==> src/core/sio_consts.svh <==
// register offsets, field positions and reset values of the serial channel
`ifndef SIO_CONSTS_SVH
`define SIO_CONSTS_SVH

`define OFS_TX_RX_BUFFER 8'h00
`define OFS_SERIAL_CONTROL_STATUS 8'h04
`define OFS_MODE_CONTROL_0 8'h08
`define OFS_MODE_CONTROL_2 8'h0c
`define OFS_BAUD_DIVIDER_CONTROL 8'h10
`define OFS_BAUD_FRACTION_CONTROL 8'h14

// mode_control_0 fields
`define M0_CLK_SEL_LSB 0
`define M0_FRAME_LSB 2
`define M0_WAKEUP 4
`define M0_RX_ENABLE 5
// serial_control_status fields
`define CS_EDGE_SEL 0
`define CS_CLK_DIR 1
`define CS_OVERRUN 2
`define CS_PARITY_UNDERRUN 3
`define CS_FRAMING 4
`define CS_PARITY_EN 5
`define CS_EVEN 6
`define CS_NINTH 7
// mode_control_2 fields
`define M2_DOUBLE_BUF 0
`define M2_STOP_LEN 1
`define M2_RX_FULL 6
`define M2_TX_EMPTY 7
// baud_divider_control fields
`define BD_N_LSB 0
`define BD_INPUT_LSB 4
`define BD_FRAC_EN 6
// baud_fraction_control fields
`define BF_K_LSB 0

// uart_clock_select codes
`define CLK_TIMER 2'h0
`define CLK_BRG 2'h1
`define CLK_SYS 2'h2
`define CLK_PIN 2'h3

// receive counter sample points (zero based: 7th, 8th, 9th pulse)
`define SAMPLE_FIRST 4'h6
`define SAMPLE_MID 4'h7
`define SAMPLE_LAST 4'h8
`define SYNC_LAST_BIT 4'h7
`define FRAC_BASE 5'h10

`define RST_CLK_SEL 2'h0
`define RST_BRG_N 4'h0
`define RST_BRG_K 4'h1

`endif

==> src/core/sio_pkg.sv <==
// types shared by the serial channel core
package sio_pkg;

	typedef struct packed {
		logic [7:0] addr;
		logic [31:0] wdata;
		logic wr;
		logic rd;
	} bus_req_t;

	typedef enum logic [1:0] {
		FRAME_SYNC = 2'b00,
		FRAME_UART7 = 2'b01,
		FRAME_UART8 = 2'b10,
		FRAME_UART9 = 2'b11
	} frame_mode_t;

	typedef enum logic [1:0] {
		RX_IDLE = 2'b00,
		RX_START = 2'b01,
		RX_DATA = 2'b10,
		RX_STOP = 2'b11
	} rx_state_t;

	typedef struct packed {
		logic [8:0] data;
		logic parity_bad;
		logic framing_bad;
	} rx_frame_t;

endpackage : sio_pkg

==> src/core/serial_channel_clock_and_receive.sv <==
// serial channel: transfer clock generation, buffers, flags and receive path
`timescale 1ns/1ps
`default_nettype none
`include "sio_consts.svh"

// Overview of operation
// [RULE1] 7-bit prescaler, runs only with generator selected
// [RULE2] generator input picks prescaler tap 2/8/32/128
// [RULE3] generator divides by N, or N+(16-K)/16 in uart
// [RULE4] software uses N=1 only with double buffering
// [RULE5] uart clock: timer, generator, system, pin
// [RULE6] uart counters divide serial clock by sixteen
// [RULE7] external shift clock slower than 6/8 system clocks
// [RULE8] receive forced double-buffered in uart and pin clock
// [RULE9] buffer-full set on move, cleared by read
// [RULE10] tx-empty set on load, cleared by write
// [RULE11] control read clears all three error flags
// [RULE12] overrun keeps buffer, drops shift register
// [RULE13] uart parity mismatch sets parity flag
// [RULE14] pin clock after empty shifter sets underrun
// [RULE15] output clock stopped after data sets underrun
// [RULE16] stop bit zero sets framing; never in sync
// [RULE17] 16 pulses per bit, majority of 7/8/9
// [RULE18] sync sampling edge follows clock direction bits
// [RULE19] complete frame raises interrupt, fills buffer
// [RULE20] output clock stops on full, resumes on read
// [RULE21] ninth bit field gets parity or data msb
// [RULE22] wake-up: interrupt only when ninth bit set
// [RULE23] software avoids N of 1 or 16 fractionally
// [RULE24] fractional output is input over N+(16-K)/16
module serial_channel_clock_and_receive #(
	parameter int unsigned PRE_WIDTH = 7
) (
	input wire logic clk,
	input wire logic rst_n,
	input wire sio_pkg::bus_req_t bus_req,
	output logic [31:0] bus_rdata,
	input wire logic serial_rx_pin,
	input wire logic shift_clock_pin_in,
	output logic shift_clock_pin_out,
	output logic shift_clock_pin_oe,
	input wire logic timer_out,
	input wire logic tx_load,
	input wire logic tx_shift_empty,
	input wire logic tx_clock_stopped,
	output logic [8:0] tx_data,
	output logic tx_data_valid,
	output logic rx_interrupt
);
	import sio_pkg::*;

	// configuration
	logic [1:0] clk_sel_ff;
	frame_mode_t frame_mode_ff;
	logic wakeup_enable_ff;
	logic rx_enable_ff;
	logic edge_select_ff;
	logic clock_direction_ff;
	logic parity_enable_ff;
	logic even_parity_ff;
	logic double_buffer_enable_ff;
	logic stop_length_ff;
	logic [3:0] brg_n_ff;
	logic [1:0] baud_input_select_ff;
	logic frac_enable_ff;
	logic [3:0] brg_k_ff;

	// status
	logic overrun_ff;
	logic parity_underrun_ff;
	logic framing_ff;
	logic rx_ninth_bit_ff;
	logic rx_buffer_full_ff;
	logic tx_buffer_empty_ff;
	logic [7:0] rx_buffer_ff;
	logic hold_ff;
	rx_frame_t hold_frame_ff;

	logic is_sync;
	logic is_uart;
	logic clk_out_mode;
	logic rx_double;
	assign is_sync = (frame_mode_ff == FRAME_SYNC);
	assign is_uart = !is_sync;
	assign clk_out_mode = is_sync && !clock_direction_ff;
	assign rx_double = double_buffer_enable_ff || is_uart || clock_direction_ff; // [RULE8]

	logic wr_buf, wr_cs, wr_m0, wr_m2, wr_bd, wr_bf;
	logic rd_buf, rd_cs, rd_m2;
	assign wr_buf = bus_req.wr && (bus_req.addr == `OFS_TX_RX_BUFFER);
	assign wr_cs = bus_req.wr && (bus_req.addr == `OFS_SERIAL_CONTROL_STATUS);
	assign wr_m0 = bus_req.wr && (bus_req.addr == `OFS_MODE_CONTROL_0);
	assign wr_m2 = bus_req.wr && (bus_req.addr == `OFS_MODE_CONTROL_2);
	assign wr_bd = bus_req.wr && (bus_req.addr == `OFS_BAUD_DIVIDER_CONTROL);
	assign wr_bf = bus_req.wr && (bus_req.addr == `OFS_BAUD_FRACTION_CONTROL);
	assign rd_buf = bus_req.rd && (bus_req.addr == `OFS_TX_RX_BUFFER);
	assign rd_cs = bus_req.rd && (bus_req.addr == `OFS_SERIAL_CONTROL_STATUS);
	assign rd_m2 = bus_req.rd && (bus_req.addr == `OFS_MODE_CONTROL_2);

	always_ff @(posedge clk or negedge rst_n) begin
		if (!rst_n) begin
			clk_sel_ff <= `RST_CLK_SEL;
			frame_mode_ff <= FRAME_SYNC;
			wakeup_enable_ff <= 1'b0;
			rx_enable_ff <= 1'b0;
			edge_select_ff <= 1'b0;
			clock_direction_ff <= 1'b0;
			parity_enable_ff <= 1'b0;
			even_parity_ff <= 1'b0;
			double_buffer_enable_ff <= 1'b0;
			stop_length_ff <= 1'b0;
			brg_n_ff <= `RST_BRG_N;
			baud_input_select_ff <= 2'h0;
			frac_enable_ff <= 1'b0;
			brg_k_ff <= `RST_BRG_K;
		end else begin
			if (wr_m0) begin
				clk_sel_ff <= bus_req.wdata[`M0_CLK_SEL_LSB +: 2];
				frame_mode_ff <= frame_mode_t'(bus_req.wdata[`M0_FRAME_LSB +: 2]);
				wakeup_enable_ff <= bus_req.wdata[`M0_WAKEUP];
				rx_enable_ff <= bus_req.wdata[`M0_RX_ENABLE];
			end
			if (wr_cs) begin
				edge_select_ff <= bus_req.wdata[`CS_EDGE_SEL];
				clock_direction_ff <= bus_req.wdata[`CS_CLK_DIR];
				parity_enable_ff <= bus_req.wdata[`CS_PARITY_EN];
				even_parity_ff <= bus_req.wdata[`CS_EVEN];
			end
			if (wr_m2) begin
				double_buffer_enable_ff <= bus_req.wdata[`M2_DOUBLE_BUF];
				stop_length_ff <= bus_req.wdata[`M2_STOP_LEN];
			end
			if (wr_bd) begin
				brg_n_ff <= bus_req.wdata[`BD_N_LSB +: 4];
				baud_input_select_ff <= bus_req.wdata[`BD_INPUT_LSB +: 2];
				frac_enable_ff <= bus_req.wdata[`BD_FRAC_EN];
			end
			if (wr_bf)
				brg_k_ff <= bus_req.wdata[`BF_K_LSB +: 4];
		end
	end

	// prescaler: taps fire once every 2, 8, 32 and 128 clocks
	logic [PRE_WIDTH-1:0] pre_cnt_ff;
	logic pre_run;
	logic [3:0] pre_tick;
	assign pre_run = (clk_sel_ff == `CLK_BRG); // [RULE1]

	always_ff @(posedge clk or negedge rst_n) begin
		if (!rst_n)
			pre_cnt_ff <= '0;
		else if (pre_run)
			pre_cnt_ff <= pre_cnt_ff + 1'b1; // [RULE1]
		else
			pre_cnt_ff <= '0;
	end

	for (genvar i = 0; i < 4; i++) begin : g_tap
		assign pre_tick[i] = pre_run && (&pre_cnt_ff[2*i:0]);
	end

	// baud rate generator; the fraction is spread by an accumulator so the
	// mean period is N+(16-K)/16 without a 1/16-rate master clock
	logic brg_in;
	logic brg_tick;
	logic [4:0] brg_cnt_ff;
	logic [3:0] brg_acc_ff;
	logic brg_extra_ff;
	logic frac_active;
	logic [4:0] brg_period;
	logic [4:0] brg_cnt_nxt;
	logic [4:0] acc_sum;
	assign brg_in = pre_tick[baud_input_select_ff]; // [RULE2]
	assign frac_active = frac_enable_ff && is_uart; // [RULE3]
	assign brg_period = ((brg_n_ff == 4'h0) ? `FRAC_BASE : {1'b0, brg_n_ff})
		+ {4'h0, frac_active && brg_extra_ff};
	assign brg_cnt_nxt = brg_cnt_ff + 5'h01;
	assign brg_tick = brg_in && (brg_cnt_nxt == brg_period); // [RULE3]
	assign acc_sum = {1'b0, brg_acc_ff} + (`FRAC_BASE - {1'b0, brg_k_ff});

	always_ff @(posedge clk or negedge rst_n) begin
		if (!rst_n) begin
			brg_cnt_ff <= 5'h00;
			brg_acc_ff <= 4'h0;
			brg_extra_ff <= 1'b0;
		end else if (brg_tick) begin
			brg_cnt_ff <= 5'h00;
			brg_acc_ff <= acc_sum[3:0]; // [RULE24]
			brg_extra_ff <= acc_sum[4]; // [RULE24]
		end else if (brg_in) begin
			brg_cnt_ff <= brg_cnt_nxt;
		end
	end

	// edge detection on timer output and shift clock pin
	logic timer_prev_ff;
	logic pin_prev_ff;
	logic timer_rise, pin_rise, pin_fall;
	always_ff @(posedge clk or negedge rst_n) begin
		if (!rst_n) begin
			timer_prev_ff <= 1'b0;
			// pin idles high; a low reset value would fake a rising edge
			pin_prev_ff <= 1'b1;
		end else begin
			timer_prev_ff <= timer_out;
			pin_prev_ff <= shift_clock_pin_in;
		end
	end
	assign timer_rise = timer_out && !timer_prev_ff;
	assign pin_rise = shift_clock_pin_in && !pin_prev_ff;
	assign pin_fall = !shift_clock_pin_in && pin_prev_ff;

	logic serial_bit_clock;
	always_comb begin
		unique case (clk_sel_ff) // [RULE5]
			`CLK_TIMER: serial_bit_clock = timer_rise;
			`CLK_BRG: serial_bit_clock = brg_tick;
			`CLK_SYS: serial_bit_clock = 1'b1;
			`CLK_PIN: serial_bit_clock = pin_rise;
		endcase
	end

	// uart receiver
	rx_state_t rx_state_ff;
	logic [3:0] rx_cnt_ff;
	logic [3:0] bit_idx_ff;
	logic [2:0] samples_ff;
	logic [8:0] shift_ff;
	logic [3:0] frame_bits;
	logic vote;
	logic uart_done;
	logic uart_stop_bad;
	logic sync_done;
	logic [2:0] votes;
	assign votes = {serial_rx_pin, samples_ff[1:0]};
	assign vote = (votes[0] & votes[1]) | (votes[0] & votes[2]) | (votes[1] & votes[2]); // [RULE17]

	always_comb begin
		unique case (frame_mode_ff)
			FRAME_UART7: frame_bits = 4'h7 + {3'h0, parity_enable_ff};
			FRAME_UART8: frame_bits = 4'h8 + {3'h0, parity_enable_ff};
			FRAME_UART9: frame_bits = 4'h9;
			FRAME_SYNC: frame_bits = 4'h8;
		endcase
	end

	logic uart_decide;
	assign uart_decide = serial_bit_clock && (rx_cnt_ff == `SAMPLE_LAST);
	assign uart_done = is_uart && uart_decide && (rx_state_ff == RX_STOP);
	assign uart_stop_bad = !vote; // [RULE16]

	// sync sampling edge
	logic sclk_out_ff;
	logic sclk_toggle;
	logic sync_sample;
	assign sync_sample = clock_direction_ff
		? (edge_select_ff ? pin_fall : pin_rise)
		: (sclk_toggle && !sclk_out_ff); // [RULE18]
	assign sync_done = is_sync && rx_enable_ff && sync_sample
		&& (bit_idx_ff == `SYNC_LAST_BIT);

	always_ff @(posedge clk or negedge rst_n) begin
		if (!rst_n) begin
			rx_state_ff <= RX_IDLE;
			rx_cnt_ff <= 4'h0;
			bit_idx_ff <= 4'h0;
			samples_ff <= 3'h0;
			shift_ff <= 9'h000;
		end else if (!rx_enable_ff) begin
			rx_state_ff <= RX_IDLE;
			rx_cnt_ff <= 4'h0;
			bit_idx_ff <= 4'h0;
		end else if (is_sync) begin
			rx_state_ff <= RX_IDLE;
			if (sync_sample) begin
				shift_ff[bit_idx_ff] <= serial_rx_pin; // [RULE18]
				bit_idx_ff <= (bit_idx_ff == `SYNC_LAST_BIT) ? 4'h0 : bit_idx_ff + 4'h1;
			end
		end else if (serial_bit_clock) begin
			rx_cnt_ff <= rx_cnt_ff + 4'h1; // [RULE6] [RULE17]
			if (rx_cnt_ff == `SAMPLE_FIRST || rx_cnt_ff == `SAMPLE_MID)
				samples_ff <= {samples_ff[1:0], serial_rx_pin}; // [RULE17]
			unique case (rx_state_ff)
				RX_IDLE: begin
					rx_cnt_ff <= 4'h1;
					if (serial_rx_pin)
						rx_cnt_ff <= 4'h0;
					else
						rx_state_ff <= RX_START;
				end
				RX_START: begin
					if (uart_decide) begin
						// a glitch that fails the vote is not a start bit
						rx_state_ff <= vote ? RX_IDLE : RX_DATA;
						bit_idx_ff <= 4'h0;
						shift_ff <= 9'h000;
					end
				end
				RX_DATA: begin
					if (uart_decide) begin
						shift_ff[bit_idx_ff] <= vote; // [RULE17]
						bit_idx_ff <= bit_idx_ff + 4'h1;
						if (bit_idx_ff + 4'h1 == frame_bits)
							rx_state_ff <= RX_STOP;
					end
				end
				RX_STOP: begin
					// one stop bit is checked whatever the transmit stop length
					if (uart_decide) begin
						rx_state_ff <= RX_IDLE; // [RULE16]
						rx_cnt_ff <= 4'h0;
					end
				end
			endcase
		end
	end

	// frame assembly and checks
	rx_frame_t new_frame;
	logic [8:0] sync_data;
	logic expected_parity;
	logic received_parity;
	assign sync_data = {1'b0, serial_rx_pin, shift_ff[6:0]};
	always_comb begin
		new_frame.data = is_sync ? sync_data : shift_ff;
		if (frame_mode_ff == FRAME_UART7) begin
			expected_parity = ^shift_ff[6:0];
			received_parity = shift_ff[7];
		end else begin
			expected_parity = ^shift_ff[7:0];
			received_parity = shift_ff[8];
		end
		new_frame.parity_bad = parity_enable_ff && (frame_mode_ff != FRAME_UART9)
			&& is_uart && ((expected_parity ^ !even_parity_ff) != received_parity); // [RULE13]
		new_frame.framing_bad = is_uart && uart_stop_bad; // [RULE16]
	end

	logic frame_done;
	logic clr_full;
	logic buffer_free;
	logic move_new;
	logic move_hold;
	logic overrun_set;
	logic hold_set;
	rx_frame_t moved;
	assign frame_done = uart_done || sync_done; // [RULE19]
	assign clr_full = rd_buf || rd_m2; // [RULE9]
	assign buffer_free = !rx_buffer_full_ff || clr_full;
	assign move_hold = hold_ff && clr_full; // [RULE20]
	assign move_new = frame_done && buffer_free && !hold_ff;
	assign hold_set = frame_done && !buffer_free && clk_out_mode && rx_double; // [RULE20]
	assign overrun_set = frame_done && !buffer_free && !hold_set; // [RULE12]
	assign moved = move_hold ? hold_frame_ff : new_frame;

	always_ff @(posedge clk or negedge rst_n) begin
		if (!rst_n) begin
			rx_buffer_ff <= 8'h00;
			rx_ninth_bit_ff <= 1'b0;
			rx_buffer_full_ff <= 1'b0;
			hold_ff <= 1'b0;
			hold_frame_ff <= '0;
			rx_interrupt <= 1'b0;
		end else begin
			rx_interrupt <= 1'b0;
			// a move in the same cycle as the read keeps the flag set
			if (move_new || move_hold) begin
				rx_buffer_ff <= moved.data[7:0]; // [RULE19] [RULE12]
				if (is_uart)
					rx_ninth_bit_ff <= moved.data[8]; // [RULE21]
				rx_buffer_full_ff <= 1'b1; // [RULE9]
				rx_interrupt <= !(frame_mode_ff == FRAME_UART9 && wakeup_enable_ff
					&& !moved.data[8]); // [RULE19] [RULE22]
			end else if (clr_full) begin
				rx_buffer_full_ff <= 1'b0; // [RULE9]
			end
			if (hold_set) begin
				hold_ff <= 1'b1;
				hold_frame_ff <= new_frame;
			end else if (move_hold) begin
				hold_ff <= 1'b0;
			end
		end
	end

	// shift clock output: stops at the high level between frames
	logic sclk_stop;
	assign sclk_stop = rx_double ? hold_ff : rx_buffer_full_ff; // [RULE20]
	assign sclk_toggle = clk_out_mode && rx_enable_ff && brg_tick
		&& (!sclk_out_ff || !sclk_stop);
	always_ff @(posedge clk or negedge rst_n) begin
		if (!rst_n)
			sclk_out_ff <= 1'b1;
		else if (!clk_out_mode)
			sclk_out_ff <= 1'b1;
		else if (sclk_toggle)
			sclk_out_ff <= !sclk_out_ff; // [RULE20]
	end
	assign shift_clock_pin_out = sclk_out_ff;
	assign shift_clock_pin_oe = clk_out_mode;

	// error flags: a new event beats the read that clears
	logic underrun_set;
	logic parity_underrun_flag_set;
	assign underrun_set = is_sync && double_buffer_enable_ff && (clock_direction_ff
		? (tx_shift_empty && tx_buffer_empty_ff
			&& (edge_select_ff ? pin_fall : pin_rise)) // [RULE14]
		: tx_clock_stopped); // [RULE15]
	assign parity_underrun_flag_set = underrun_set || ((move_new || move_hold) && moved.parity_bad);

	always_ff @(posedge clk or negedge rst_n) begin
		if (!rst_n) begin
			overrun_ff <= 1'b0;
			parity_underrun_ff <= 1'b0;
			framing_ff <= 1'b0;
		end else begin
			overrun_ff <= (overrun_ff && !rd_cs) || overrun_set; // [RULE11] [RULE12]
			parity_underrun_ff <= (parity_underrun_ff && !rd_cs) || parity_underrun_flag_set; // [RULE11]
			framing_ff <= (framing_ff && !rd_cs)
				|| ((move_new || move_hold) && moved.framing_bad); // [RULE11] [RULE16]
		end
	end

	// transmit buffer; a write beats a load since it brings newer data
	always_ff @(posedge clk or negedge rst_n) begin
		if (!rst_n) begin
			tx_data <= 9'h000;
			tx_buffer_empty_ff <= 1'b1;
		end else if (wr_buf) begin
			tx_data <= bus_req.wdata[8:0];
			tx_buffer_empty_ff <= 1'b0; // [RULE10]
		end else if (tx_load) begin
			tx_buffer_empty_ff <= 1'b1; // [RULE10]
		end
	end
	assign tx_data_valid = !tx_buffer_empty_ff;

	// read data
	logic [31:0] rd_mux;
	always_comb begin
		rd_mux = 32'h0000_0000;
		unique case (bus_req.addr)
			`OFS_TX_RX_BUFFER: rd_mux[7:0] = rx_buffer_ff;
			`OFS_SERIAL_CONTROL_STATUS: begin
				rd_mux[`CS_EDGE_SEL] = edge_select_ff;
				rd_mux[`CS_CLK_DIR] = clock_direction_ff;
				rd_mux[`CS_OVERRUN] = overrun_ff;
				rd_mux[`CS_PARITY_UNDERRUN] = parity_underrun_ff;
				rd_mux[`CS_FRAMING] = framing_ff;
				rd_mux[`CS_PARITY_EN] = parity_enable_ff;
				rd_mux[`CS_EVEN] = even_parity_ff;
				rd_mux[`CS_NINTH] = rx_ninth_bit_ff;
			end
			`OFS_MODE_CONTROL_0: begin
				rd_mux[`M0_CLK_SEL_LSB +: 2] = clk_sel_ff;
				rd_mux[`M0_FRAME_LSB +: 2] = frame_mode_ff;
				rd_mux[`M0_WAKEUP] = wakeup_enable_ff;
				rd_mux[`M0_RX_ENABLE] = rx_enable_ff;
			end
			`OFS_MODE_CONTROL_2: begin
				rd_mux[`M2_DOUBLE_BUF] = double_buffer_enable_ff;
				rd_mux[`M2_STOP_LEN] = stop_length_ff;
				rd_mux[`M2_RX_FULL] = rx_buffer_full_ff;
				rd_mux[`M2_TX_EMPTY] = tx_buffer_empty_ff;
			end
			`OFS_BAUD_DIVIDER_CONTROL: begin
				rd_mux[`BD_N_LSB +: 4] = brg_n_ff;
				rd_mux[`BD_INPUT_LSB +: 2] = baud_input_select_ff;
				rd_mux[`BD_FRAC_EN] = frac_enable_ff;
			end
			`OFS_BAUD_FRACTION_CONTROL: rd_mux[`BF_K_LSB +: 4] = brg_k_ff;
			default: rd_mux = 32'h0000_0000;
		endcase
	end

	always_ff @(posedge clk or negedge rst_n) begin
		if (!rst_n)
			bus_rdata <= 32'h0000_0000;
		else
			bus_rdata <= bus_req.rd ? rd_mux : 32'h0000_0000;
	end

endmodule : serial_channel_clock_and_receive
`default_nettype wire

==> config.mk <==
export PLATFORM = sky130hd
export DESIGN_NAME = serial_channel_clock_and_receive
export DESIGN_NICKNAME = d
export VERILOG_FILES = /design/src/core/sio_pkg.sv /design/src/core/serial_channel_clock_and_receive.sv
export VERILOG_INCLUDE_DIRS = /design/src /design/src/core
export SDC_FILE = /design/constraint.sdc
export NUM_CORES = 1
export LEC_CHECK = 0
export ABC_AREA = 1
export BUFFER_PORTS_ARGS = -buffer_cell sky130_fd_sc_hd__buf_2
export CAP_MARGIN = 20
export CORE_ASPECT_RATIO = 0.75
export CORE_MARGIN = 2
export CORE_UTILIZATION = 50
export CTS_CLUSTER_SIZE = 40
export DETAILED_ROUTE_END_ITERATION = 12
export HOLD_SLACK_MARGIN = 0.02
export PLACE_DENSITY_LB_ADDON = 0.15
export SLEW_MARGIN = 20
export SYNTH_ARGS = -nofsm -noshare
export SYNTH_HDL_FRONTEND = slang
export SYNTH_SLANG_ARGS = --single-unit
==> constraint.sdc <==
create_clock -name clk -period 3.16 [get_ports clk]
set_clock_uncertainty 0.05 [all_clocks]
set_input_delay 0.316 -clock clk [delete_from_list [all_inputs] [get_ports clk]]
set_output_delay 0.316 -clock clk [all_outputs]
set_load 0.1 [all_outputs]
==> summary.log, run 1 <==
qor: sta.finalHoldViolCount 0
qor: route.drt_first_iter_violations 366
qor: status.run_status complete, no violations
qor: global_route.global_route_wire_length_before_repair 23500 µm
qor: cells_and_area.num-fill-cells 1053
qor: pwr.power-per-cell-area 487 nW/µm²
qor: die.core 11700 µm²
qor: synthesis.synthAdderAreaFrac 4.65%
qor: global_route.first_global_vias 4787
qor: sta.final_min_period_over_clock_period 90.6%
qor: cells_and_area.design.final.nets 906
qor: global_route.track_usage 22.6%
qor: synthesis.yosysWarnings 0
qor: synthesis.post_synth_and_or_nand_nor_area_fraction 24.8%
qor: route.aggregate_routed_wire_length 14100 µm
qor: placed_design.place.gp.congestion 0.855
qor: clock_network.cts_buffer_depth 2
qor: placed_design.io_buffer_count 47
qor: global_route.antenna_found_initial 0
qor: die.row_count 34
qor: route.drc_errors 0
qor: die.start_util 51.8%
qor: worst_setup_path.crit_path_class register to register
qor: clock_network.clock_sink_count 108
qor: route.route.antenna.remaining_nets 0
qor: die.die_area 13100 µm²
qor: cells_and_area.antennaDiodeCount 0
qor: worst_setup_path.timing.critical_path.to_type register
qor: worst_setup_path.timing.critical_path.required 3.34 ns
qor: worst_setup_path.critPathArrivalTime 3.05 ns
qor: synthesis.synthesis.area_per_instance 7.77 µm²
qor: sta.timing.slew.headroom 47.1%
qor: sta.min_period 2.86 ns
qor: clock_network.htreeDepth 3
qor: clock_network.numCtsBuffers 9
qor: clock_network.ctsRootBufferMaster clkbuf_16
qor: route.wire_per_inst 14.1 µm
qor: clock_network.clock_insertion_delay_worst_skew 0.35 ns
qor: synthesis.number_of_flops_mapped_to_enable_cells_by_yosys 0
qor: pwr.worst_ir_drop_on_vdd 360 µV
qor: die.top_level_ports 95
qor: run.cap_viol_max_count 0
qor: global_route.grt_start_max_net_pins 61
qor: synthesis.synth_flop_cell dfrtp_1
qor: synthesis.seq_area_frac_synth 44.5%
qor: route.via_count 5105
qor: sta.achievable-frequency 349 MHz
qor: die.die_height 99.5 µm
qor: synthesis.synth_top_family_by_area simple AND/OR/NAND/NOR gates
qor: synthesis.synthesized_flop_and_latch_total 108
qor: worst_setup_path.timing.critical_path.fanout_max 18
qor: synthesis.compound_gate_fraction_of_synth_area 12.4%
qor: sta.least_margin_pin_slew 0.793 ns
qor: synthesis.synth_xor_area_share 2.02%
qor: route.drtPass1Iterations 5
qor: placed_design.hpwlAfterDp 10500 µm
qor: synthesis.async_reset_ff_share 100%
qor: sta.worst_hold_slack 0.00530 ns
qor: worst_setup_path.critical_path.startpoint_type register
qor: synthesis.syn_inst 782
qor: die.chipWidth 131 µm
qor: pwr.power_leakage 3.45 nW
qor: clock_network.cts_tree done
qor: sta.grt_setup_unrepaired false
qor: cells_and_area.synthToLayoutAreaGrowth 12.6%
qor: synthesis.mappedNetlistArea 6080 µm²
qor: synthesis.yosys.cell_types.count 44
qor: clock_network.path_clk_slew 0.07 ns
qor: synthesis.post_synth_mux_area_share 0%
qor: route.via_per_inst 5.10
qor: sta.finalMaxSlewViolations 0
qor: global_route.global_route.overflow_total 0
qor: worst_hold_path.min-delay-path-class input port to asynchronous set/reset pin
qor: sta.setup-tns-final 0 ns
qor: sta.setup_viol 0
qor: cells_and_area.layout-drive-gt1-share 14.2%
metrics by stage:
step	total power [mW]	utilization, %	cells	worst slack, ns	instance area (µm²)
after floorplan	1.85	-	805	0.482	6160
after global placement	1.93	54.4	979	0.167	6380
after detailed placement	1.94	54.4	979	0.109	6380
after CTS	3.36	57.7	996	0.0489	6770
after global routing	3.46	58.3	1001	0.0289	6840
final	3.33	58.3	1001	0.298	6840
layout by cell type (no fill, tap or decap), drive strengths merged, types with 8 or more instances in the layout:
| cell type | n |
|---|---|
| a21oi | 14 |
| buf | 58 |
| clkbuf | 11 |
| conb | 24 |
| dfrtp | 104 |
| ha | 21 |
| inv | 113 |
| nand2 | 232 |
| nand3 | 41 |
| nand4 | 13 |
| nor2 | 53 |
| o21ai | 92 |
| o22ai | 9 |
| xnor2 | 8 |
where the power goes:
part           switching (mW)  internal (mW)  total (mW)
Clock                   0.515          0.901        1.42
Sequential             0.0409           1.43        1.47
Combinational           0.359         0.0869       0.446
cell usage after synthesis, types with 2 or more instances:
master | number | area (µm²)
o21ai_1 | 12 | 60.1
o211ai_1 | 3 | 22.5
buf_2 | 5 | 25.0
buf_6 | 3 | 33.8
dfstp_2 | 4 | 105
ha_1 | 21 | 263
or2_2 | 4 | 25.0
nand2_2 | 9 | 56.3
inv_1 | 105 | 394
dfrtp_1 | 104 | 2600
o22ai_1 | 8 | 50.1
buf_4 | 26 | 195
nor2_2 | 5 | 31.3
xnor2_1 | 8 | 70.1
xor2_1 | 6 | 52.6
a21oi_1 | 12 | 60.1
nand2_4 | 2 | 22.5
nand2_1 | 221 | 830
nand4_1 | 13 | 81.3
a221oi_1 | 6 | 52.6
nor3_1 | 6 | 30.0
nor2_4 | 2 | 22.5
nand3_1 | 38 | 190
inv_2 | 7 | 26.3
o21ai_0 | 80 | 400
clkbuf_1 | 7 | 26.3
nor2_1 | 46 | 173
nand3_2 | 3 | 30.0
routing by layer:
metal / vias to the layer above / track usage (%) / wire, µm
li1: 2553 / - / -
met1: 2383 / 33.9 / 7010
met2: 155 / 33.4 / 6030
met3: 14 / 5.15 / 906
met4: 0 / 5.35 / 124
met5: - / 0 / 0
flip-flops by register name (all words and copies together), names as in the netlist, 5 cells and up:
| signal | cells |
|---|---|
| hold_frame_ff | 11 |
| shift_ff | 9 |
| tx_data | 9 |
| bus_rdata | 8 |
| rx_buffer_ff | 8 |
| pre_cnt_ff | 7 |
| brg_cnt_ff | 5 |
cell type report:
class                           instances  area, µm²  share of cell area, %
Multi-Input combinational cell        543       2770                   40.5
Sequential cell                       108       2710                   39.6
Inverter                              113        424                   6.20
Timing Repair Buffer                   59        355                   5.19
Clock buffer                           11        253                   3.69
Tap cell                              162        203                   2.96
Clock inverter                          5        129                   1.88
critical path: stages (launching register included):
cell	delay, ns
dfrtp_2	0.45
inv_2	0.08
nand2_2	0.05
inv_1	0.07
nor2_1	0.06
ha_2	0.20
ha_2	0.33
inv_1	0.04
nand2_1	0.04
nand4_1	0.11
nor2_2	0.13
nand2_2	0.07
nor2_4	0.13
nand2_4	0.13
nand2_4	0.13
nand3_1	0.08
nand2_1	0.09
nand2_2	0.07
nor2_4	0.12
buf_12	0.14
nand2_1	0.05
nand2_1	0.06
nand2_1	0.05
path summary, 6_finish.rpt:
path | to | slack (ns) | depth (start not counted) | start
setup / recovery | shift_ff[1] | 0.30 | 22 | frame_mode_ff[0]
hold / removal | pre_cnt_ff[3] | 0.005 | 1 | rst_n
setup reg to reg | shift_ff[1] | 0.30 | 22 | frame_mode_ff[0]
hold reg to reg | tx_data[8] | 0.43 | 2 | tx_data[8]
max in group asynchronous | tx_buffer_empty_ff | 2.30 | 2 | rst_n
min in group clk | timer_prev_ff | 0.04 | 1 | timer_out
logic make-up after synthesis:
logic type / after synthesis
and+or+nand+nor: 351
buffers and inverters: 154
AOI/OAI and AO/OA: 132
DFF: 108
adders and majority gates: 22
xor gates and xnor gates: 14
other: 1
timing repair:
action                                  in CTS  in global routing
gates resized for setup                      0                  7
endpoints found under the hold margin        1                  0
hold buffers                                 1                  0
buffers inserted                             0                  5
endpoints found under the setup margin       0                 46
(Power assumes the default switching activity.)
==> run 2, diff against run 1 <==
==> constraint.sdc (replaced) <==
create_clock -name clk -period 2.67 [get_ports clk]
set_clock_uncertainty 0.05 [all_clocks]
set_input_delay 0.267 -clock clk [delete_from_list [all_inputs] [get_ports clk]]
set_output_delay 0.267 -clock clk [all_outputs]
set_load 0.1 [all_outputs]
==> run 2 against run 1 <==
Net effect: sequential share of layout area decreased by 1.2 points; clock power is 3% higher; cell count is 1.7% higher; flip-flop and latch count did not move; critical path type unchanged; largest cell class unchanged.
==> summary.log, run 2 (same netlist as run 1, synthesis figures left out) <==
qor: cells_and_area.mostFrequentLayoutCell nand2_1
qor: pwr.power-per-cell-area 532 nW/µm²
qor: global_route.track_usage 23.0%
qor: sta.final_min_period_over_clock_period 98.6%
qor: worst_setup_path.critPathArrivalTime 2.87 ns
qor: status.run_status complete, no violations
qor: placed_design.dp_cells 989
qor: global_route.antenna_found_initial 0
qor: sta.finalHoldViolCount 0
qor: global_route.gr-usage-met2 33.6%
qor: cells_and_area.top_regs hold_frame_ff (11), shift_ff (9), tx_data (9)
qor: worst_setup_path.reg2reg_setup_slack 0.04 ns
qor: global_route.global_route_wire_length_before_repair 24000 µm
qor: die.top_level_ports 95
qor: route.aggregate_routed_wire_length 14700 µm
qor: clock_network.cts_tree done
qor: clock_network.clock_insertion_delay_worst_skew 0.35 ns
qor: route.drt_first_iter_violations 400
qor: route.drtPass1Iterations 5
qor: die.row_count 34
qor: route.via_per_inst 5.16
qor: die.die_area 13100 µm²
qor: route.route.antenna.remaining_nets 0
qor: route.via_count 5251
qor: cells_and_area.largest_register_ffs 11
qor: worst_hold_path.hp-start bus_req[10]
qor: global_route.grt_util_met3 6.98%
qor: cells_and_area.layout_common_cells nand2_1, dfrtp_1, inv_1
qor: pwr.worst_ir_drop_on_vdd 319 µV
qor: worst_setup_path.worst_r2r_startpoint frame_mode_ff[0]
qor: clock_network.cts_buffer_depth 2
qor: pwr.power_leakage 3.52 nW
qor: route.wire_per_inst 14.4 µm
qor: placed_design.io_buffer_count 47
qor: cells_and_area.synthToLayoutAreaGrowth 16.0%
qor: sta.least_margin_pin_slew 0.700 ns
qor: sta.achievable-frequency 380 MHz
qor: cells_and_area.post-route-util 60.1%
qor: die.die_height 99.5 µm
qor: route.drc_errors 0
qor: worst_setup_path.timing.critical_path.required 2.91 ns
qor: clock_network.htreeDepth 3
qor: clock_network.numCtsBuffers 9
qor: worst_hold_path.min-delay-path-class input port to register
qor: placed_design.place.gp.congestion 0.862
qor: worst_setup_path.regToRegEndpoint rx_ninth_bit_ff
qor: worst_hold_path.worst_hold_path_depth 3
qor: worst_setup_path.timing.reg2reg.worst_path_depth 22
qor: placed_design.hpwlAfterDp 10900 µm
qor: global_route.grt_start_max_net_pins 53
qor: cells_and_area.registers.top_by_ff_count hold_frame_ff
qor: sta.min_period 2.63 ns
qor: clock_network.path_clk_slew 0.07 ns
qor: sta.finalMaxSlewViolations 0
qor: cells_and_area.antennaDiodeCount 0
qor: global_route.global_route.usage.met1 33.9%
qor: sta.timing.slew.headroom 53.3%
qor: die.core 11700 µm²
qor: worst_setup_path.crit_path_class register to register
qor: die.chipWidth 131 µm
qor: clock_network.ctsRootBufferMaster clkbuf_16
qor: clock_network.clock_sink_count 108
qor: cells_and_area.layout.cells.non_filler 1018
qor: global_route.grt_most_used_layer met1
qor: global_route.global_route.overflow_total 0
qor: pwr.total_power 3.75 mW
qor: worst_setup_path.timing.critical_path.to_type register
qor: cells_and_area.design.final.nets 923
qor: worst_hold_path.worst_hold_end tx_data[8]
qor: die.start_util 51.8%
qor: cells_and_area.layout-drive-gt1-share 17.5%
qor: sta.grt_setup_unrepaired true
qor: run.cap_viol_max_count 0
qor: worst_setup_path.critical_path.startpoint_type register
qor: global_route.first_global_vias 4885
qor: worst_setup_path.timing.critical_path.fanout_max 6
qor: sta.setup_viol 0
[run 2: cell count changes in the layout (fill, tap and decap cells not counted), sizes merged]
cell | before | now
buf | 58 | 71
clkbuf | 11 | 14
bufinv | 4 | 2
clkinv | 1 | 3
dlygate4sd3 | 1 | 3
inv | 113 | 112
[run 2: area by class of cell]
class,instances,area [µm²]
inverters,113,427
clock inverters,4,73.8
well taps,162,203
fillers,1064,4690
repair buffers,76,547
clock buffers,12,246
flip-flops and latches,108,2710
multi-input cells,543,2850
[run 2: where the power goes]
part	switching, mW	internal [mW]	leakage (nW)
clock	0.610	0.850	0.157
sequential	0.0496	1.69	1.44
combinational	0.435	0.116	1.92
total	1.09	2.66	3.52
[run 2: worst max path at each step]
stage                           startpoint         endpoint  slack, ns  depth (start not counted)
after floorplan           frame_mode_ff[1]      shift_ff[7]       0.03                         22
after global placement    frame_mode_ff[0]      shift_ff[5]       0.03                         21
after detailed placement  frame_mode_ff[0]      shift_ff[0]      -0.03                         21
after CTS                 frame_mode_ff[0]      shift_ff[3]     -0.002                         22
after global routing      frame_mode_ff[0]  rx_buffer_ff[5]      -0.13                         23
final                     frame_mode_ff[0]  rx_ninth_bit_ff       0.04                         22
[run 2: metal layers]
| metal | wire, µm | part of all wire (%) |
|---|---|---|
| met3 | 1140 | 7.7 |
| met2 | 6290 | 43 |
| met1 | 7130 | 49 |
| met5 | 0 | 0 |
| met4 | 131 | 0.89 |
[run 2: worst max-delay path: stages (launching register included)]
cell     delay (ns)
dfrtp_1        0.40
inv_2          0.08
nand2_2        0.05
inv_2          0.06
nor2_2         0.04
ha_2           0.20
ha_4           0.17
nor2_1         0.08
nor2_1         0.05
nand2_1        0.05
nand2_1        0.06
nor2_2         0.11
nand2_2        0.08
nor2_4         0.14
nand4_1        0.13
nand2_1        0.12
nand2_1        0.07
nand2_2        0.13
nand2_2        0.09
nand2_4        0.13
buf_4          0.13
nand3_1        0.06
nand2_1        0.08
[run 2: timing repair]
item / CTS / global route
buffers inserted: 1 / 5
setup endpoints to repair: 13 / 46
hold endpoints to repair: 51 / 0
cloned: 0 / 4
resized for setup: 4 / 36
hold buffers: 3 / 0
pin swaps: 1 / 14
[run 2: through the flow]
step / setup TNS [ns] / hold WS, ns / cell area, µm² / setup slack, ns
6_report: 0 / 0.0693 / 7050 / 0.0370
5_1_grt: -2.74 / 0.0852 / 7050 / -0.134
4_1_cts: -0.00167 / 0.0680 / 6850 / -0.00167
2_1_floorplan: 0 / -0.0786 / 6170 / 0.0342
3_3_place_gp: 0 / 0.303 / 6470 / 0.0291
3_5_place_dp: -0.221 / 0.308 / 6470 / -0.0341
==> run 3, diff against run 2 <==
--- a/config.mk
+++ b/config.mk
@@ -16,6 +16,7 @@
 export DETAILED_ROUTE_END_ITERATION = 12
 export HOLD_SLACK_MARGIN = 0.02
 export PLACE_DENSITY_LB_ADDON = 0.15
+export REMOVE_ABC_BUFFERS = 1
 export SLEW_MARGIN = 20
 export SYNTH_ARGS = -nofsm -noshare
 export SYNTH_HDL_FRONTEND = slang
==> run 3 against run 2 <==
Net effect: the flow now finishes with violations (negative setup slack); non-clock buffer count rose by 2; via count rose by 0.23%; hold slack improved by 0.0042 ns; largest cell class unchanged; maximum frequency fell by 2.7%.
==> summary.log, run 3 (same netlist as run 1, synthesis figures left out) <==
qor: worst_setup_path.critPathTopFamily simple AND/OR/NAND/NOR gates
qor: global_route.grt_start_max_net_pins 50
qor: status.failed_checks negative setup slack
qor: die.top_level_ports 95
qor: route.wire_per_inst 14.8 µm
qor: clock_network.path_clk_slew 0.07 ns
qor: placed_design.io_buffer_count 47
qor: worst_setup_path.critPathArrivalTime 2.89 ns
qor: worst_setup_path.critical-path-max-stage-delay 0.36 ns
qor: pwr.worst_ir_drop_on_vdd 342 µV
qor: route.via_per_inst 5.16
qor: cells_and_area.largest_register_ffs 11
qor: clock_network.numCtsBuffers 9
qor: worst_setup_path.cp_common_cell nand2_2
qor: route.route.antenna.remaining_nets 0
qor: worst_setup_path.crit_path_class register to register
qor: cells_and_area.layout_common_cells nand2_1, dfrtp_1, inv_1
qor: sta.finalMaxSlewViolations 0
qor: sta.setup_viol 7
qor: pwr.power-per-cell-area 538 nW/µm²
qor: cells_and_area.top_regs hold_frame_ff (11), shift_ff (9), tx_data (9)
qor: clock_network.ctsRootBufferMaster clkbuf_16
qor: worst_hold_path.min-delay-path-class input port to register
qor: die.die_height 99.5 µm
qor: worst_hold_path.worst_hold_end tx_data[7]
qor: route.drt_first_iter_violations 447
qor: cells_and_area.post-route-util 60.8%
qor: route.drtPass1Iterations 5
qor: route.drc_errors 0
qor: clock_network.clock_insertion_delay_worst_skew 0.35 ns
qor: sta.least_margin_pin_slew 0.699 ns
qor: placed_design.detailedPlace.worstSlack 0.0102 ns
qor: worst_hold_path.worst_hold_path_depth 3
qor: sta.finalHoldViolCount 0
qor: worst_setup_path.critical_path.startpoint_type register
qor: sta.grt_setup_unrepaired true
qor: die.die_area 13100 µm²
qor: die.start_util 51.8%
qor: worst_setup_path.worst_r2r_startpoint frame_mode_ff[0]
qor: clock_network.cts_buffer_depth 2
qor: cells_and_area.synthToLayoutAreaGrowth 17.4%
qor: die.row_count 34
qor: cells_and_area.layout-drive-gt1-share 18.8%
qor: worst_setup_path.timing.critical_path.fanout_max 4
qor: worst_setup_path.timing.critical_path.to_type register
qor: sta.min_period 2.71 ns
qor: pwr.power_leakage 3.56 nW
qor: die.core 11700 µm²
qor: placed_design.place.gp.congestion 0.903
qor: global_route.first_global_vias 4917
qor: cells_and_area.antennaDiodeCount 0
qor: clock_network.clock_sink_count 108
qor: run.cap_viol_max_count 0
qor: route.via_count 5263
qor: clock_network.cts_tree done
qor: global_route.track_usage 23.6%
qor: sta.timing.slew.headroom 52.9%
qor: global_route.antenna_found_initial 0
qor: die.chipWidth 131 µm
qor: worst_setup_path.critical_path.cell_chain inv_2, nand2_2, inv_2, nor2_2, ha_2, ha_4, nand2_4, inv_2, nor2_1, nand2_1, nand2_1, nor2_2, nand2_2, nor2_4, nand2_2, nand2_4, nand3_2, nand2_2, nand2_2, nor2_4, clkbuf_16, nand2_2, nand2_1, nand2_1
qor: worst_setup_path.critical-path-slowest-cell dfrtp_1
qor: placed_design.hpwlAfterDp 10900 µm
qor: status.run_status complete, but fails checks
qor: worst_setup_path.timing.critical_path.required 2.86 ns
qor: global_route.global_route_wire_length_before_repair 24600 µm
qor: cells_and_area.mostFrequentLayoutCell nand2_1
qor: worst_setup_path.reg2reg_setup_slack -0.04 ns
qor: sta.achievable-frequency 370 MHz
qor: clock_network.htreeDepth 3
qor: worst_setup_path.path_buf_inv 4
qor: global_route.global_route.overflow_total 0
qor: cells_and_area.registers.top_by_ff_count hold_frame_ff
qor: route.aggregate_routed_wire_length 15100 µm
qor: worst_setup_path.regToRegEndpoint shift_ff[5]
qor: cells_and_area.num-fill-cells 1085
qor: worst_setup_path.timing.reg2reg.worst_path_depth 24
qor: cells_and_area.design.final.nets 925
qor: sta.post-route-worst-setup-slack -0.0360 ns
qor: sta.final_min_period_over_clock_period 101%
qor: worst_hold_path.hp-start bus_req[9]
[run 3: changes by cell type in the layout (fill, tap and decap cells not counted), moves of 2 or more]
cell / before / now
inv_2: 9 / 12
o21ai_2: 3 / 1
nand2_1: 210 / 205
o21ai_0: 73 / 77
o21ai_1: 16 / 13
nand2_2: 20 / 24
inv_1: 102 / 100
nand3_2: 2 / 4
[run 3: power by group]
group	internal (mW)	switching (mW)
Clock	0.920	0.613
Sequential	1.69	0.0479
Combinational	0.118	0.444
[run 3: final cells by class]
| type | instances | area, µm² | area share [%] |
|---|---|---|---|
| inverters | 113 | 424 | 5.95 |
| multi-input cells | 543 | 2880 | 40.4 |
| flip-flops and latches | 108 | 2710 | 38.0 |
| clock inverters | 6 | 111 | 1.56 |
| clock buffers | 10 | 229 | 3.21 |
| well taps | 162 | 203 | 2.84 |
| repair buffers | 78 | 579 | 8.12 |
[run 3: worst max-delay path by stage]
stage | from | slack (ns) | depth (start not counted) | to
after floorplan | frame_mode_ff[1] | -0.31 | 19 | hold_frame_ff[2]
after global placement | frame_mode_ff[0] | 0.06 | 20 | rx_interrupt
after detailed placement | frame_mode_ff[0] | 0.01 | 20 | hold_frame_ff[9]
after CTS | frame_mode_ff[0] | 0.009 | 22 | shift_ff[5]
after global routing | frame_mode_ff[1] | -0.22 | 24 | shift_ff[5]
final | frame_mode_ff[0] | -0.04 | 24 | shift_ff[5]
[run 3: per-layer routing]
| metal | share of wire [%] | vias to the layer above | GRT usage [%] |
|---|---|---|---|
| li1 | - | 2593 | - |
| met1 | 48 | 2483 | 35.6 |
| met2 | 43 | 175 | 35.4 |
| met3 | 7.6 | 12 | 5.20 |
| met4 | 0.80 | 0 | 4.52 |
| met5 | 0 | - | 0 |
[run 3: timing repair]
item                       CTS  global route
cloned                       0             4
gates resized for setup      1            44
setup endpoints to repair    7            46
hold buffers                 3             0
setup buffers                0             7
hold endpoints to repair    41             0
pin swaps                    0            16
[run 3: stage by stage]
stage               area, µm²  hold WS [ns]  power (mW)  TNS (ns)  std cells
finish                   7130        0.0734        3.84    -0.167       1020
global route             7130        0.0982        3.98     -6.76       1020
CTS                      6860        0.0717        3.84         0       1009
detailed placement       6490         0.245        2.31         0        990
global placement         6490         0.235        2.29         0        990
floorplan                5880       -0.0786        2.15     -5.94        764
[run 3: worst register-to-register path, delay by kind of cell (launching register included)]
kind	cells	cell delay (ns)
flops	1	0.36
simple gates	18	1.47
buf+inv	4	0.33
fa+ha+maj	2	0.38
